`src/fsr_pkg.sv`:
```
// Package with register indices, field positions, reset values, timing and carrier types of the fail-safe bank.
package fsr_pkg;

    localparam int unsigned CLOCK_HZ = 25_000_000;
    localparam int unsigned ADDR_W = 4;
    localparam int unsigned DATA_W = 16;

    localparam logic [3:0] REG_GROUP_FLAGS = 4'h0;
    localparam logic [3:0] REG_REACTION_CORE_IO = 4'h1;
    localparam logic [3:0] REG_REACTION_AUX = 4'h2;
    localparam logic [3:0] REG_FSM_SETTINGS = 4'h3;
    localparam logic [3:0] REG_MONITOR_STATUS = 4'h4;

    // Field positions inside a 16-bit word; word bit 15 stands for frame bit 23.
    localparam int unsigned POS_COMM_GROUP = 15;
    localparam int unsigned POS_SAFETY_IO_GROUP = 13;
    localparam int unsigned POS_VOLTAGE_GROUP = 12;
    localparam int unsigned POS_CORE_OVER_REACT = 14;
    localparam int unsigned POS_CORE_UNDER_REACT = 12;
    localparam int unsigned POS_IO_OVER_REACT = 2;
    localparam int unsigned POS_IO_UNDER_REACT = 0;
    localparam int unsigned POS_AUX_OVER_REACT = 2;
    localparam int unsigned POS_AUX_UNDER_REACT = 0;
    localparam int unsigned POS_FAULT_LIMIT = 14;
    localparam int unsigned POS_PULSE_SEL = 9;
    localparam int unsigned POS_LONG_DISABLE = 4;
    localparam int unsigned POS_FAULT_COUNT = 0;
    localparam int unsigned POS_MON_CORE_OVER = 15;
    localparam int unsigned POS_MON_CORE_UNDER = 14;
    localparam int unsigned POS_MON_IO_OVER = 13;
    localparam int unsigned POS_MON_IO_UNDER = 12;
    localparam int unsigned POS_MON_AUX_OVER = 5;
    localparam int unsigned POS_MON_AUX_UNDER = 4;

    // Monitor flag indices in the sticky flag vector.
    localparam int unsigned MON_COUNT = 6;
    localparam int unsigned MON_CORE_OVER = 0;
    localparam int unsigned MON_CORE_UNDER = 1;
    localparam int unsigned MON_IO_OVER = 2;
    localparam int unsigned MON_IO_UNDER = 3;
    localparam int unsigned MON_AUX_OVER = 4;
    localparam int unsigned MON_AUX_UNDER = 5;

    localparam logic [5:0] MON_RESET = 6'h2a;
    localparam logic [1:0] REACT_OVER_RESET = 2'h3;
    localparam logic [1:0] REACT_UNDER_RESET = 2'h1;
    localparam logic [1:0] FAULT_LIMIT_RESET = 2'h1;
    localparam logic PULSE_SEL_RESET = 1'b0;
    localparam logic LONG_DISABLE_RESET = 1'b0;

    localparam int unsigned PULSE_LONG_US = 10_000;
    localparam int unsigned PULSE_SHORT_US = 1_000;
    localparam int unsigned LONG_TIMER_S = 8;
    localparam int unsigned PULSE_LONG_CYCLES = PULSE_LONG_US * (CLOCK_HZ / 1_000_000);
    localparam int unsigned PULSE_SHORT_CYCLES = PULSE_SHORT_US * (CLOCK_HZ / 1_000_000);
    localparam int unsigned LONG_TIMER_CYCLES = LONG_TIMER_S * CLOCK_HZ;
    localparam int unsigned PULSE_CNT_W = 18;
    localparam int unsigned LONG_CNT_W = 28;

    typedef struct packed {
        logic [1:0] core_over_reaction;
        logic [1:0] core_under_reaction;
        logic [1:0] io_over_reaction;
        logic [1:0] io_under_reaction;
        logic [1:0] aux_over_reaction;
        logic [1:0] aux_under_reaction;
    } fsr_reaction_s;

    typedef struct packed {
        logic [1:0] fault_counter_limit;
        logic reset_pulse_length_sel;
        logic long_timer_disable;
    } fsr_fsm_cfg_s;

    typedef enum logic [1:0] {
        FSR_PULSE_IDLE = 2'b01,
        FSR_PULSE_LOW = 2'b10
    } fsr_pulse_e;

endpackage

```
`src/fsr_failsafe_regs.sv`:
```
// Fail-safe register bank: group fault flags, monitor reactions, fail-safe machine settings and timers.
//
// How it works
// - The communication group flag at bit 23 is the OR of the CRC error and request error bits.
// - The safety-IO group flag at bit 21 is the OR of the power-good and reset-output diagnostic faults.
// - The voltage group flag at bit 20 is the OR of the over and under flags of all three monitors.
// - Group flags hold nothing of their own and drop only when every feeding bit is clear.
// - The reset pulse select at bit 17 gives a 10 ms pulse when 0 and 1.0 ms when 1, cleared at power-on.
// - The long timer disable bit lets the 8 s reset-low counter run when 0 and stops it when 1.
// - The four-bit fault counter field reads back the live fault counter value in binary.
// - Each monitor fault flag sets on detection and clears when the host writes one to it.
`timescale 1ns/100ps
`default_nettype none
module fsr_failsafe_regs #(
    parameter int unsigned PULSE_LONG_CYCLES = fsr_pkg::PULSE_LONG_CYCLES,
    parameter int unsigned PULSE_SHORT_CYCLES = fsr_pkg::PULSE_SHORT_CYCLES,
    parameter int unsigned LONG_TIMER_CYCLES = fsr_pkg::LONG_TIMER_CYCLES
) (
    input wire logic i_clock,
    input wire logic i_nrst,
    input wire logic i_wr_en,
    input wire logic i_rd_en,
    input wire logic [3:0] i_addr,
    input wire logic [15:0] i_wdata,
    input wire logic i_comm_crc_error,
    input wire logic i_comm_request_error,
    input wire logic i_power_good_diag_fault,
    input wire logic i_reset_out_diag_fault,
    input wire logic [5:0] i_monitor_detect,
    input wire logic [3:0] i_fault_counter_value,
    input wire logic i_reset_request,
    input wire logic i_reset_pin_sense,
    output logic [15:0] o_rdata_ff,
    output logic o_rd_valid_ff,
    output logic o_comm_group_flag_ff,
    output logic o_safety_io_group_flag_ff,
    output logic o_voltage_group_flag_ff,
    output fsr_pkg::fsr_reaction_s o_reaction_ff,
    output fsr_pkg::fsr_fsm_cfg_s o_fsm_cfg_ff,
    output logic o_reset_output_n_ff,
    output logic o_long_timer_expired_ff
);
    generate
        if (PULSE_LONG_CYCLES < 1 || PULSE_LONG_CYCLES >= (1 << fsr_pkg::PULSE_CNT_W) ||
            PULSE_SHORT_CYCLES < 1 || PULSE_SHORT_CYCLES >= (1 << fsr_pkg::PULSE_CNT_W) ||
            LONG_TIMER_CYCLES < 2 || LONG_TIMER_CYCLES >= (1 << fsr_pkg::LONG_CNT_W)) begin : g_bad_param
            $error("fsr_failsafe_regs timing parameters do not fit the counters");
        end
    endgenerate

    localparam logic [17:0] PULSE_LONG_LOAD = PULSE_LONG_CYCLES[17:0] - 18'h0_0001;
    localparam logic [17:0] PULSE_SHORT_LOAD = PULSE_SHORT_CYCLES[17:0] - 18'h0_0001;
    localparam logic [27:0] LONG_LAST = LONG_TIMER_CYCLES[27:0] - 28'h000_0001;

    function automatic logic hit(input logic [3:0] addr, input logic [3:0] idx);
        hit = (addr == idx);
    endfunction

    // Monitor flags with write-one-to-clear.
    logic [5:0] mon_flags;
    logic [5:0] mon_clear;

    always_comb begin
        mon_clear = 6'h00;
        if (i_wr_en && hit(i_addr, fsr_pkg::REG_MONITOR_STATUS)) begin
            mon_clear[fsr_pkg::MON_CORE_OVER] = i_wdata[fsr_pkg::POS_MON_CORE_OVER];
            mon_clear[fsr_pkg::MON_CORE_UNDER] = i_wdata[fsr_pkg::POS_MON_CORE_UNDER];
            mon_clear[fsr_pkg::MON_IO_OVER] = i_wdata[fsr_pkg::POS_MON_IO_OVER];
            mon_clear[fsr_pkg::MON_IO_UNDER] = i_wdata[fsr_pkg::POS_MON_IO_UNDER];
            mon_clear[fsr_pkg::MON_AUX_OVER] = i_wdata[fsr_pkg::POS_MON_AUX_OVER];
            mon_clear[fsr_pkg::MON_AUX_UNDER] = i_wdata[fsr_pkg::POS_MON_AUX_UNDER];
        end
    end

    fsr_sticky_flags #(
        .N(fsr_pkg::MON_COUNT),
        .RESET_VALUE(fsr_pkg::MON_RESET)
    ) u_mon_flags (
        .i_clock(i_clock),
        .i_nrst(i_nrst),
        .i_detect(i_monitor_detect),
        .i_clear(mon_clear),
        .o_flags_ff(mon_flags)
    );

    // Group flags follow their sources every cycle; the register only times them to the clock.
    logic nxt_comm_group;
    logic nxt_io_group;
    logic nxt_volt_group;

    always_comb begin
        nxt_comm_group = i_comm_crc_error | i_comm_request_error;
        nxt_io_group = i_power_good_diag_fault | i_reset_out_diag_fault;
        nxt_volt_group = |mon_flags;
    end

    always_ff @(posedge i_clock) begin
        if (!i_nrst) begin
            o_comm_group_flag_ff <= 1'b0;
            o_safety_io_group_flag_ff <= 1'b0;
            o_voltage_group_flag_ff <= 1'b1;
        end else begin
            o_comm_group_flag_ff <= nxt_comm_group;
            o_safety_io_group_flag_ff <= nxt_io_group;
            o_voltage_group_flag_ff <= nxt_volt_group;
        end
    end

    // Configuration registers.
    fsr_pkg::fsr_reaction_s nxt_reaction;
    fsr_pkg::fsr_fsm_cfg_s nxt_fsm_cfg;

    always_comb begin
        nxt_reaction = o_reaction_ff;
        nxt_fsm_cfg = o_fsm_cfg_ff;
        if (i_wr_en && hit(i_addr, fsr_pkg::REG_REACTION_CORE_IO)) begin
            nxt_reaction.core_over_reaction = i_wdata[fsr_pkg::POS_CORE_OVER_REACT +: 2];
            nxt_reaction.core_under_reaction = i_wdata[fsr_pkg::POS_CORE_UNDER_REACT +: 2];
            nxt_reaction.io_over_reaction = i_wdata[fsr_pkg::POS_IO_OVER_REACT +: 2];
            nxt_reaction.io_under_reaction = i_wdata[fsr_pkg::POS_IO_UNDER_REACT +: 2];
        end
        if (i_wr_en && hit(i_addr, fsr_pkg::REG_REACTION_AUX)) begin
            nxt_reaction.aux_over_reaction = i_wdata[fsr_pkg::POS_AUX_OVER_REACT +: 2];
            nxt_reaction.aux_under_reaction = i_wdata[fsr_pkg::POS_AUX_UNDER_REACT +: 2];
        end
        if (i_wr_en && hit(i_addr, fsr_pkg::REG_FSM_SETTINGS)) begin
            nxt_fsm_cfg.fault_counter_limit = i_wdata[fsr_pkg::POS_FAULT_LIMIT +: 2];
            nxt_fsm_cfg.reset_pulse_length_sel = i_wdata[fsr_pkg::POS_PULSE_SEL];
            nxt_fsm_cfg.long_timer_disable = i_wdata[fsr_pkg::POS_LONG_DISABLE];
        end
    end

    always_ff @(posedge i_clock) begin
        if (!i_nrst) begin
            o_reaction_ff.core_over_reaction <= fsr_pkg::REACT_OVER_RESET;
            o_reaction_ff.core_under_reaction <= fsr_pkg::REACT_UNDER_RESET;
            o_reaction_ff.io_over_reaction <= fsr_pkg::REACT_OVER_RESET;
            o_reaction_ff.io_under_reaction <= fsr_pkg::REACT_UNDER_RESET;
            o_reaction_ff.aux_over_reaction <= fsr_pkg::REACT_OVER_RESET;
            o_reaction_ff.aux_under_reaction <= fsr_pkg::REACT_UNDER_RESET;
            o_fsm_cfg_ff.fault_counter_limit <= fsr_pkg::FAULT_LIMIT_RESET;
            o_fsm_cfg_ff.reset_pulse_length_sel <= fsr_pkg::PULSE_SEL_RESET;
            o_fsm_cfg_ff.long_timer_disable <= fsr_pkg::LONG_DISABLE_RESET;
        end else begin
            o_reaction_ff <= nxt_reaction;
            o_fsm_cfg_ff <= nxt_fsm_cfg;
        end
    end

    // Read port: one cycle of latency, unmapped indices read as zero.
    logic [15:0] nxt_rdata;
    logic nxt_rd_valid;

    always_comb begin
        nxt_rdata = o_rdata_ff;
        nxt_rd_valid = i_rd_en;
        if (i_rd_en) begin
            nxt_rdata = 16'h0000;
            case (i_addr)
                fsr_pkg::REG_GROUP_FLAGS: begin
                    nxt_rdata[fsr_pkg::POS_COMM_GROUP] = nxt_comm_group;
                    nxt_rdata[fsr_pkg::POS_SAFETY_IO_GROUP] = nxt_io_group;
                    nxt_rdata[fsr_pkg::POS_VOLTAGE_GROUP] = nxt_volt_group;
                end
                fsr_pkg::REG_REACTION_CORE_IO: begin
                    nxt_rdata[fsr_pkg::POS_CORE_OVER_REACT +: 2] = o_reaction_ff.core_over_reaction;
                    nxt_rdata[fsr_pkg::POS_CORE_UNDER_REACT +: 2] = o_reaction_ff.core_under_reaction;
                    nxt_rdata[fsr_pkg::POS_IO_OVER_REACT +: 2] = o_reaction_ff.io_over_reaction;
                    nxt_rdata[fsr_pkg::POS_IO_UNDER_REACT +: 2] = o_reaction_ff.io_under_reaction;
                end
                fsr_pkg::REG_REACTION_AUX: begin
                    nxt_rdata[fsr_pkg::POS_AUX_OVER_REACT +: 2] = o_reaction_ff.aux_over_reaction;
                    nxt_rdata[fsr_pkg::POS_AUX_UNDER_REACT +: 2] = o_reaction_ff.aux_under_reaction;
                end
                fsr_pkg::REG_FSM_SETTINGS: begin
                    nxt_rdata[fsr_pkg::POS_FAULT_LIMIT +: 2] = o_fsm_cfg_ff.fault_counter_limit;
                    nxt_rdata[fsr_pkg::POS_PULSE_SEL] = o_fsm_cfg_ff.reset_pulse_length_sel;
                    nxt_rdata[fsr_pkg::POS_LONG_DISABLE] = o_fsm_cfg_ff.long_timer_disable;
                    nxt_rdata[fsr_pkg::POS_FAULT_COUNT +: 4] = i_fault_counter_value;
                end
                fsr_pkg::REG_MONITOR_STATUS: begin
                    nxt_rdata[fsr_pkg::POS_MON_CORE_OVER] = mon_flags[fsr_pkg::MON_CORE_OVER];
                    nxt_rdata[fsr_pkg::POS_MON_CORE_UNDER] = mon_flags[fsr_pkg::MON_CORE_UNDER];
                    nxt_rdata[fsr_pkg::POS_MON_IO_OVER] = mon_flags[fsr_pkg::MON_IO_OVER];
                    nxt_rdata[fsr_pkg::POS_MON_IO_UNDER] = mon_flags[fsr_pkg::MON_IO_UNDER];
                    nxt_rdata[fsr_pkg::POS_MON_AUX_OVER] = mon_flags[fsr_pkg::MON_AUX_OVER];
                    nxt_rdata[fsr_pkg::POS_MON_AUX_UNDER] = mon_flags[fsr_pkg::MON_AUX_UNDER];
                end
                default: begin
                    nxt_rdata = 16'h0000;
                end
            endcase
        end
    end

    always_ff @(posedge i_clock) begin
        if (!i_nrst) begin
            o_rdata_ff <= 16'h0000;
            o_rd_valid_ff <= 1'b0;
        end else begin
            o_rdata_ff <= nxt_rdata;
            o_rd_valid_ff <= nxt_rd_valid;
        end
    end

    // Reset pulse generator. The length is picked at pulse start, so a select change mid-pulse
    // takes effect on the next pulse only.
    fsr_pkg::fsr_pulse_e pulse_state_ff;
    fsr_pkg::fsr_pulse_e nxt_pulse_state;
    logic [17:0] pulse_cnt_ff;
    logic [17:0] nxt_pulse_cnt;
    logic nxt_reset_output_n;

    always_comb begin
        nxt_pulse_state = pulse_state_ff;
        nxt_pulse_cnt = pulse_cnt_ff;
        nxt_reset_output_n = 1'b1;
        case (pulse_state_ff)
            fsr_pkg::FSR_PULSE_IDLE: begin
                if (i_reset_request) begin
                    nxt_pulse_state = fsr_pkg::FSR_PULSE_LOW;
                    nxt_pulse_cnt = o_fsm_cfg_ff.reset_pulse_length_sel ? PULSE_SHORT_LOAD : PULSE_LONG_LOAD;
                    nxt_reset_output_n = 1'b0;
                end
            end
            fsr_pkg::FSR_PULSE_LOW: begin
                if (pulse_cnt_ff == 18'h0_0000) begin
                    nxt_pulse_state = fsr_pkg::FSR_PULSE_IDLE;
                end else begin
                    nxt_pulse_cnt = pulse_cnt_ff - 18'h0_0001;
                    nxt_reset_output_n = 1'b0;
                end
            end
            default: begin
                nxt_pulse_state = fsr_pkg::FSR_PULSE_IDLE;
                nxt_pulse_cnt = 18'h0_0000;
            end
        endcase
    end

    always_ff @(posedge i_clock) begin
        if (!i_nrst) begin
            pulse_state_ff <= fsr_pkg::FSR_PULSE_IDLE;
            pulse_cnt_ff <= 18'h0_0000;
            o_reset_output_n_ff <= 1'b1;
        end else begin
            pulse_state_ff <= nxt_pulse_state;
            pulse_cnt_ff <= nxt_pulse_cnt;
            o_reset_output_n_ff <= nxt_reset_output_n;
        end
    end

    // Reset-pin sense: three stages, a change counts once stages two and three agree.
    logic sense_s1_ff;
    logic sense_s2_ff;
    logic sense_s3_ff;
    logic sense_level_ff;
    logic nxt_sense_level;
    logic [27:0] long_cnt_ff;
    logic [27:0] nxt_long_cnt;
    logic nxt_long_expired;

    always_comb begin
        nxt_sense_level = (sense_s2_ff == sense_s3_ff) ? sense_s3_ff : sense_level_ff;
        nxt_long_cnt = long_cnt_ff;
        nxt_long_expired = 1'b0;
        if (sense_level_ff || o_fsm_cfg_ff.long_timer_disable) begin
            nxt_long_cnt = 28'h000_0000;
        end else if (long_cnt_ff != LONG_LAST) begin
            nxt_long_cnt = long_cnt_ff + 28'h000_0001;
            nxt_long_expired = (long_cnt_ff == LONG_LAST - 28'h000_0001);
        end
    end

    always_ff @(posedge i_clock) begin
        if (!i_nrst) begin
            sense_s1_ff <= 1'b1;
            sense_s2_ff <= 1'b1;
            sense_s3_ff <= 1'b1;
            sense_level_ff <= 1'b1;
            long_cnt_ff <= 28'h000_0000;
            o_long_timer_expired_ff <= 1'b0;
        end else begin
            sense_s1_ff <= i_reset_pin_sense;
            sense_s2_ff <= sense_s1_ff;
            sense_s3_ff <= sense_s2_ff;
            sense_level_ff <= nxt_sense_level;
            long_cnt_ff <= nxt_long_cnt;
            o_long_timer_expired_ff <= nxt_long_expired;
        end
    end
endmodule // fsr_failsafe_regs
`default_nettype wire

```
`src/fsr_sticky_flags.sv`:
```
// Bank of sticky monitor fault flags, set by detection and cleared by writing one.
`timescale 1ns/100ps
`default_nettype none
module fsr_sticky_flags #(
    parameter int unsigned N = 6,
    parameter logic [5:0] RESET_VALUE = 6'h00
) (
    input wire logic i_clock,
    input wire logic i_nrst,
    input wire logic [N-1:0] i_detect,
    input wire logic [N-1:0] i_clear,
    output logic [N-1:0] o_flags_ff
);
    logic [N-1:0] nxt_flags;

    generate
        if (N > 6) begin : g_bad_width
            $error("fsr_sticky_flags supports at most six flags");
        end
    endgenerate

    genvar gi;
    generate
        for (gi = 0; gi < N; gi++) begin : g_flag
            // A detection in the clearing cycle keeps the flag set.
            assign nxt_flags[gi] = i_detect[gi] | (o_flags_ff[gi] & ~i_clear[gi]);
        end
    endgenerate

    always_ff @(posedge i_clock) begin
        if (!i_nrst) begin
            o_flags_ff <= RESET_VALUE[N-1:0];
        end else begin
            o_flags_ff <= nxt_flags;
        end
    end
endmodule // fsr_sticky_flags
`default_nettype wire
```
`config.mk`:
```
export PLATFORM = sky130hd
export DESIGN_NAME = fsr_failsafe_regs
export DESIGN_NICKNAME = d
export VERILOG_FILES = /design/src/fsr_pkg.sv /design/src/fsr_failsafe_regs.sv /design/src/fsr_sticky_flags.sv
export SDC_FILE = /design/constraint.sdc
export NUM_CORES = 1
export LEC_CHECK = 0
export ABC_AREA = 1
export BUFFER_PORTS_ARGS = -buffer_cell sky130_fd_sc_hd__buf_2
export CAP_MARGIN = 40
export CORE_ASPECT_RATIO = 1.1
export CORE_MARGIN = 10
export CORE_UTILIZATION = 40
export DETAILED_ROUTE_END_ITERATION = 6
export RECOVER_POWER = 50
export SETUP_SLACK_MARGIN = 0.4
export SLEW_MARGIN = 20
export SYNTH_ARGS = -nofsm -noshare
export SYNTH_HDL_FRONTEND = slang
export SYNTH_SLANG_ARGS = --single-unit
```
`constraint.sdc`:
```
create_clock -name i_clock -period 1.9 [get_ports i_clock]
set_input_delay 0.38 -clock i_clock [delete_from_list [all_inputs] [get_ports i_clock]]
set_output_delay 0.38 -clock i_clock [all_outputs]
set_load 0.05 [all_outputs]
```
# ---- Word-level counts from Yosys, hierarchy flattened
# Index checks and enable logic that the tools add are counted.
dict set report word_totals {
  ff_bits 91
  latch_bits 0
  ram_bits 0
  rom_bits 0
  inputBits 40
  mem_count 0
}
dict set report classes {
  addsub 2
  multipliers 0
  n_div 0
  n_lt_le_gt_ge 0
  eq_ne 12
  n_shift 0
  mux 18
  bitwise_logic 22
  reduce_logical 12
}
# operator count
set op_table {}
lappend op_table {{$mux W18} 3}
lappend op_table {{$pmux W18 S2} 1}
lappend op_table {{$add A28 B1 Y28 const B} 1}
lappend op_table {{$eq A28 B28 Y1 const B} 1}
lappend op_table {{$ne A28 B28 Y1 const B} 1}
lappend op_table {{$logic_not A18 Y1} 1}
lappend op_table {{$sub A18 B1 Y18 const B} 1}
lappend op_table {{$pmux W4 S3} 1}
lappend op_table {{$eq A4 B2 Y1 const B} 2}
lappend op_table {{$not A1 Y1} 8}
lappend op_table {{$or A1 B1 Y1} 8}
lappend op_table {{$and A1 B1 Y1} 6}
lappend op_table {{$mux W6} 1}
lappend op_table {{$ne A2 B2 Y1 const B} 3}
lappend op_table {{$pmux W2 S3} 1}
lappend op_table {{$reduce_or A6 Y1} 1}
lappend op_table {{$eq A4 B1 Y1 const B} 1}
lappend op_table {{$eq A4 B3 Y1 const B} 1}
lappend op_table {{$logic_and A1 B1 Y1} 4}
lappend op_table {{$logic_not A4 Y1} 1}
lappend op_table {{$mux W1} 4}
lappend op_table {{$mux W2} 2}
lappend op_table {{$pmux W1 S2} 2}
lappend op_table {{$pmux W1 S4} 1}
lappend op_table {{9 further kinds} 10}

# ---- Longest topological paths before layout
dict set report logic_depth {
  depth_word 6
  mapped_depth 10
}

# ---- By module
# Synthesis repeated with hierarchy kept, for this count alone.
dict set report unflattened {
  hier_cells 668
  area_unflattened_um2 4565.6
}
# module n_inst cells_each area_per_inst_um2 seq_area_each_um2
set modules_own_cells {}
lappend modules_own_cells {fsr_failsafe_regs 1 640 4355.4 1701.6}
lappend modules_own_cells {fsr_sticky_flags 1 28 210.2 120.1}

# ---- Worst setup path before layout
# Ideal clock, no wire load.
dict set report synth_timing {
  path_kind {in2reg}
  startpoint {input i_addr[3]}
  endpoint {register o_reaction_ff[9] (netlist bit)}
  setup_time_ns 0.128
  t_arrival_ns 1.385
  required_time_ns 1.772
  path_slack_ns 0.386
  path_stages 7
  n_path_buf 1
  cell_sequence {nor2_1 nand3_1 nor2_1 inv_2 clkbuf_1 o21ai_1 a21oi_1}
}
dict set report synth_between {
  elab_chain_cells 2
}
# element line_no
set synth_lines {}
lappend synth_lines {{start: declaration} fsr_failsafe_regs.sv:23} ;# input wire logic [3:0] i_addr,
lappend synth_lines {{$eq A4 B1 Y1} fsr_failsafe_regs.sv:56} ;# hit = (addr == idx);
lappend synth_lines {{$logic_and A1 B1 Y1} fsr_failsafe_regs.sv:116} ;# if (i_wr_en && hit(i_addr, fsr_pkg::REG_REACTION_CORE_IO)) begin
lappend synth_lines {{end signal: assignment} fsr_failsafe_regs.sv:145} ;# o_reaction_ff <= nxt_reaction;
lappend synth_lines {{end: declaration} fsr_failsafe_regs.sv:38} ;# output fsr_pkg::fsr_reaction_s o_reaction_ff,
# Every way passes these cells.
# A chain may end at the register's enable or synchronous reset.

# ---- Final worst setup path
dict set report layout_timing {
  startpoint {register o_rdata_ff[4]}
  endpoint {output o_rdata_ff[4]}
}
# element line_no
set layout_lines {}
lappend layout_lines {{start: declaration} fsr_failsafe_regs.sv:33} ;# output logic [15:0] o_rdata_ff,
lappend layout_lines {{start signal: assignment} fsr_failsafe_regs.sv:201} ;# o_rdata_ff <= nxt_rdata;
# No word-level cell between the ends.

==> results_dict.tcl <==
set metrics [dict create \
    status "completed" \
    clkSlewWorstSetupHoldPaths_ns 0.07 \
    path_buf_inv 1 \
    critical_path_peak_fanout 2 \
    grt.total_usage_pct 15.2 \
    crit_required_ns 1.52 \
    coreArea_mm2 0.0110 \
    criticalPathCategory "register to output port" \
    drtIter0Drc 229 \
    final_max_slew_viol_count 0 \
    rsz0062_at_grt "true" \
    setup_ws_ns 0.314 \
    stdcell_area_mm2 0.00596 \
    wl_um 12600 \
    final_nets 803 \
    synth-main-ff-cell "dfxtp_1" \
    ys_warn_count 0 \
    crit_path_cell_trace "clkbuf_1" \
    hold_path_class "input port to register" \
    start_kind "register" \
    first_pass_iters 4 \
    ys_types 40 \
    p_per_area_mw_per_mm2 1170 \
    ys_async_sr_fraction_pct 0 \
    synth_seq_cells 91 \
    hold_violations 0 \
    viasPerCell 4.98 \
    initial_core_util_pct 41.3 \
    antenna_found_initial 0 \
    ir_drop_uv 574 \
    overflow 0 \
    tns_ns 0 \
    grt_pass1_wl_um 20400 \
    place_area_mm2 0.00505 \
    insertion_delay_ns 0.34 \
    max_stage_delay_ns 0.53 \
    numPortBuffers 67 \
    grt_max_degree 34 \
    cts.sinks 91 \
    cp-end-kind "output port" \
    max_cap_violations 0 \
    synth_enable_flop_cells 0 \
    fp.dieH_um 132 \
    globalplace.congestion 0.884 \
    first_global_vias 4403 \
    critPathArrivalTime_ns 1.21 \
    placementRows 40 \
    drtAntennaViolNets 0 \
    diodes 0 \
    syn_to_final_growth_pct 31.3 \
    dp.cells 866 \
    cts_max_level 3 \
    setup_viol 0 \
    io_pins 78 \
    dp_slack_ns 0.227 \
    slew_headroom_pct 41.9 \
    cts_buffers 9 \
    num_vias 4526 \
    die_width_um 122 \
    power.leakage_nw 2.44 \
    wl_per_cell_um 13.8 \
    cts_tree "done" \
    hold_buffers 0 \
    max_clock_freq_mhz 631 \
    final.min_clock_period_ns 1.59 \
    ys_seq_area_share_pct 40.1 \
    drive_gt1_share_pct 29.0 \
    tightest_slew_ns 0.871 \
    min_period_over_period_pct 83.5 \
    crit_slowest_cell "clkbuf_1" \
    cts_max_path_buffers 2 \
    synth.avg_cell_area_um2 6.91 \
    drc 0 \
    final_cells 909 \
    syn-cell-area_mm2 0.00454 \
    die_area_mm2 0.0160 \
    ctsRootBufferMaster "clkbuf_16" \
    synth_cells 657 \
    skew_ns 0.00564 \
    crit_family "buffers and inverters" \
    dp_hpwl_um 8810 \
]
## final cells by class
type	count	area (um2)
Clock buffer	10	229
Clock inverter	6	72.6
Fill cell	1095	5050
Inverter	76	298
Multi-Input combinational cell	475	2660
Sequential cell	91	1870
Tap cell	147	184
Timing Repair Buffer	104	653
## per-layer routing
| layer | up-vias | track usage (%) | wire, um | share of wire (%) |
|---|---|---|---|---|
| met3 | 17 | 3.21 | 639 | 5.1 |
| met1 | 2089 | 18.0 | 5420 | 43 |
| li1 | 2331 | - | - | - |
| met5 | - | 0 | 0 | 0 |
| met4 | 0 | 5.90 | 195 | 1.5 |
| met2 | 89 | 25.9 | 6330 | 50 |
## state kept, by name, indices dropped and copies added (netlist names), 2 cells and up
| signal | cells |
|---|---|
| long_cnt_ff | 28 |
| pulse_cnt_ff | 18 |
| o_reaction_ff | 12 |
| o_rdata_ff | 11 |
| u_mon_flags.o_flags_ff | 6 |
| o_fsm_cfg_ff | 4 |
| pulse_state_ff | 2 |
## per-stage QoR
step / util, % / total power, W / hold WS, ns
after floorplan: - / 0.00362 / 0.393
after global placement: 45.9 / 0.00403 / 0.394
after detailed placement: 45.9 / 0.00407 / 0.407
after CTS: 51.3 / 0.00650 / 0.203
after global routing: 54.1 / 0.00737 / 0.219
final: 54.1 / 0.00695 / 0.214
## where the power goes
group / switching (W) / internal [W] / leakage, nW
clock network: 0.000783 / 0.00103 / 0.144
logic: 0.00163 / 0.00128 / 1.54
registers: 0.000156 / 0.00207 / 0.755
total: 0.00257 / 0.00439 / 2.44
## cell usage after synthesis, types with 3 or more instances
cell	instances	area, um2
buf_4	6	45.0
nor4_1	5	31.3
nand2_4	3	33.8
nor2_2	3	18.8
nand3_1	48	240
inv_2	11	41.3
nand3b_1	3	22.5
clkbuf_1	11	41.3
nor2_1	69	259
ha_1	6	75.1
xnor2_1	5	43.8
a21oi_1	62	310
o21ai_0	25	125
inv_1	62	233
or2_2	4	25.0
o21ai_1	8	40.0
nor3_1	10	50.1
nand4_1	13	81.3
o211ai_1	9	67.6
xor2_1	10	87.6
or2_0	5	31.3
dfxtp_1	91	1820
nand2_1	165	619
## timing repair
item,CTS,global route
endpoints found under the setup margin,41,48
gates resized for setup,44,95
cloned,2,1
pin swaps,14,20
setup buffers,15,9
## cell usage in the layout (no fill, tap or decap), types with 3 or more instances in the layout
master,count
nand2_1,144
dfxtp_1,63
inv_1,61
a21oi_1,52
nor2_1,51
nand3_1,44
buf_2,44
o21ai_0,25
clkbuf_1,25
buf_4,25
dfxtp_2,24
nand2_2,17
nor2_2,13
nand4_1,13
a21oi_2,11
nor2_4,10
nand2_4,10
xor2_1,10
inv_2,9
o211ai_1,9
clkbuf_16,9
o21ai_1,7
nor3_1,6
buf_6,6
xnor2_1,5
conb_1,5
or2_2,4
nor3_2,4
dfxtp_4,4
nand3_2,3
or2_1,3
nand3b_1,3
inv_6,3
nor4_2,3
inv_4,3
or2_0,3
## worst paths after layout
kind | start | endpoint | slack [ns] | cells past startpoint
worst max-delay path | o_rdata_ff[4]$_SDFFE_PN0P_ | o_rdata_ff[4] | 0.31 | 1
worst min register to register | sense_s1_ff$_SDFF_PN1_ | sense_s2_ff$_SDFF_PN1_ | 0.42 | 1
worst max register to register | pulse_cnt_ff[14]$_SDFFE_PN0P_ | pulse_cnt_ff[12]$_SDFFE_PN0P_ | 0.35 | 10
worst min-delay path | i_monitor_detect[3] | u_mon_flags.o_flags_ff[3]$_SDFF_PN1_ | 0.21 | 3
## kinds of logic after synthesis
group           after synthesis  synth area share (%)
simple gates                338                  33.5
xor+xnor                     15                  2.89
fa+ha+maj                     6                  1.65
buf+inv                      96                  8.76
other cells                   1                0.0826
compound gates              110                  13.0
flops                        91                  40.1
Power figures use the tool's default switching activity.
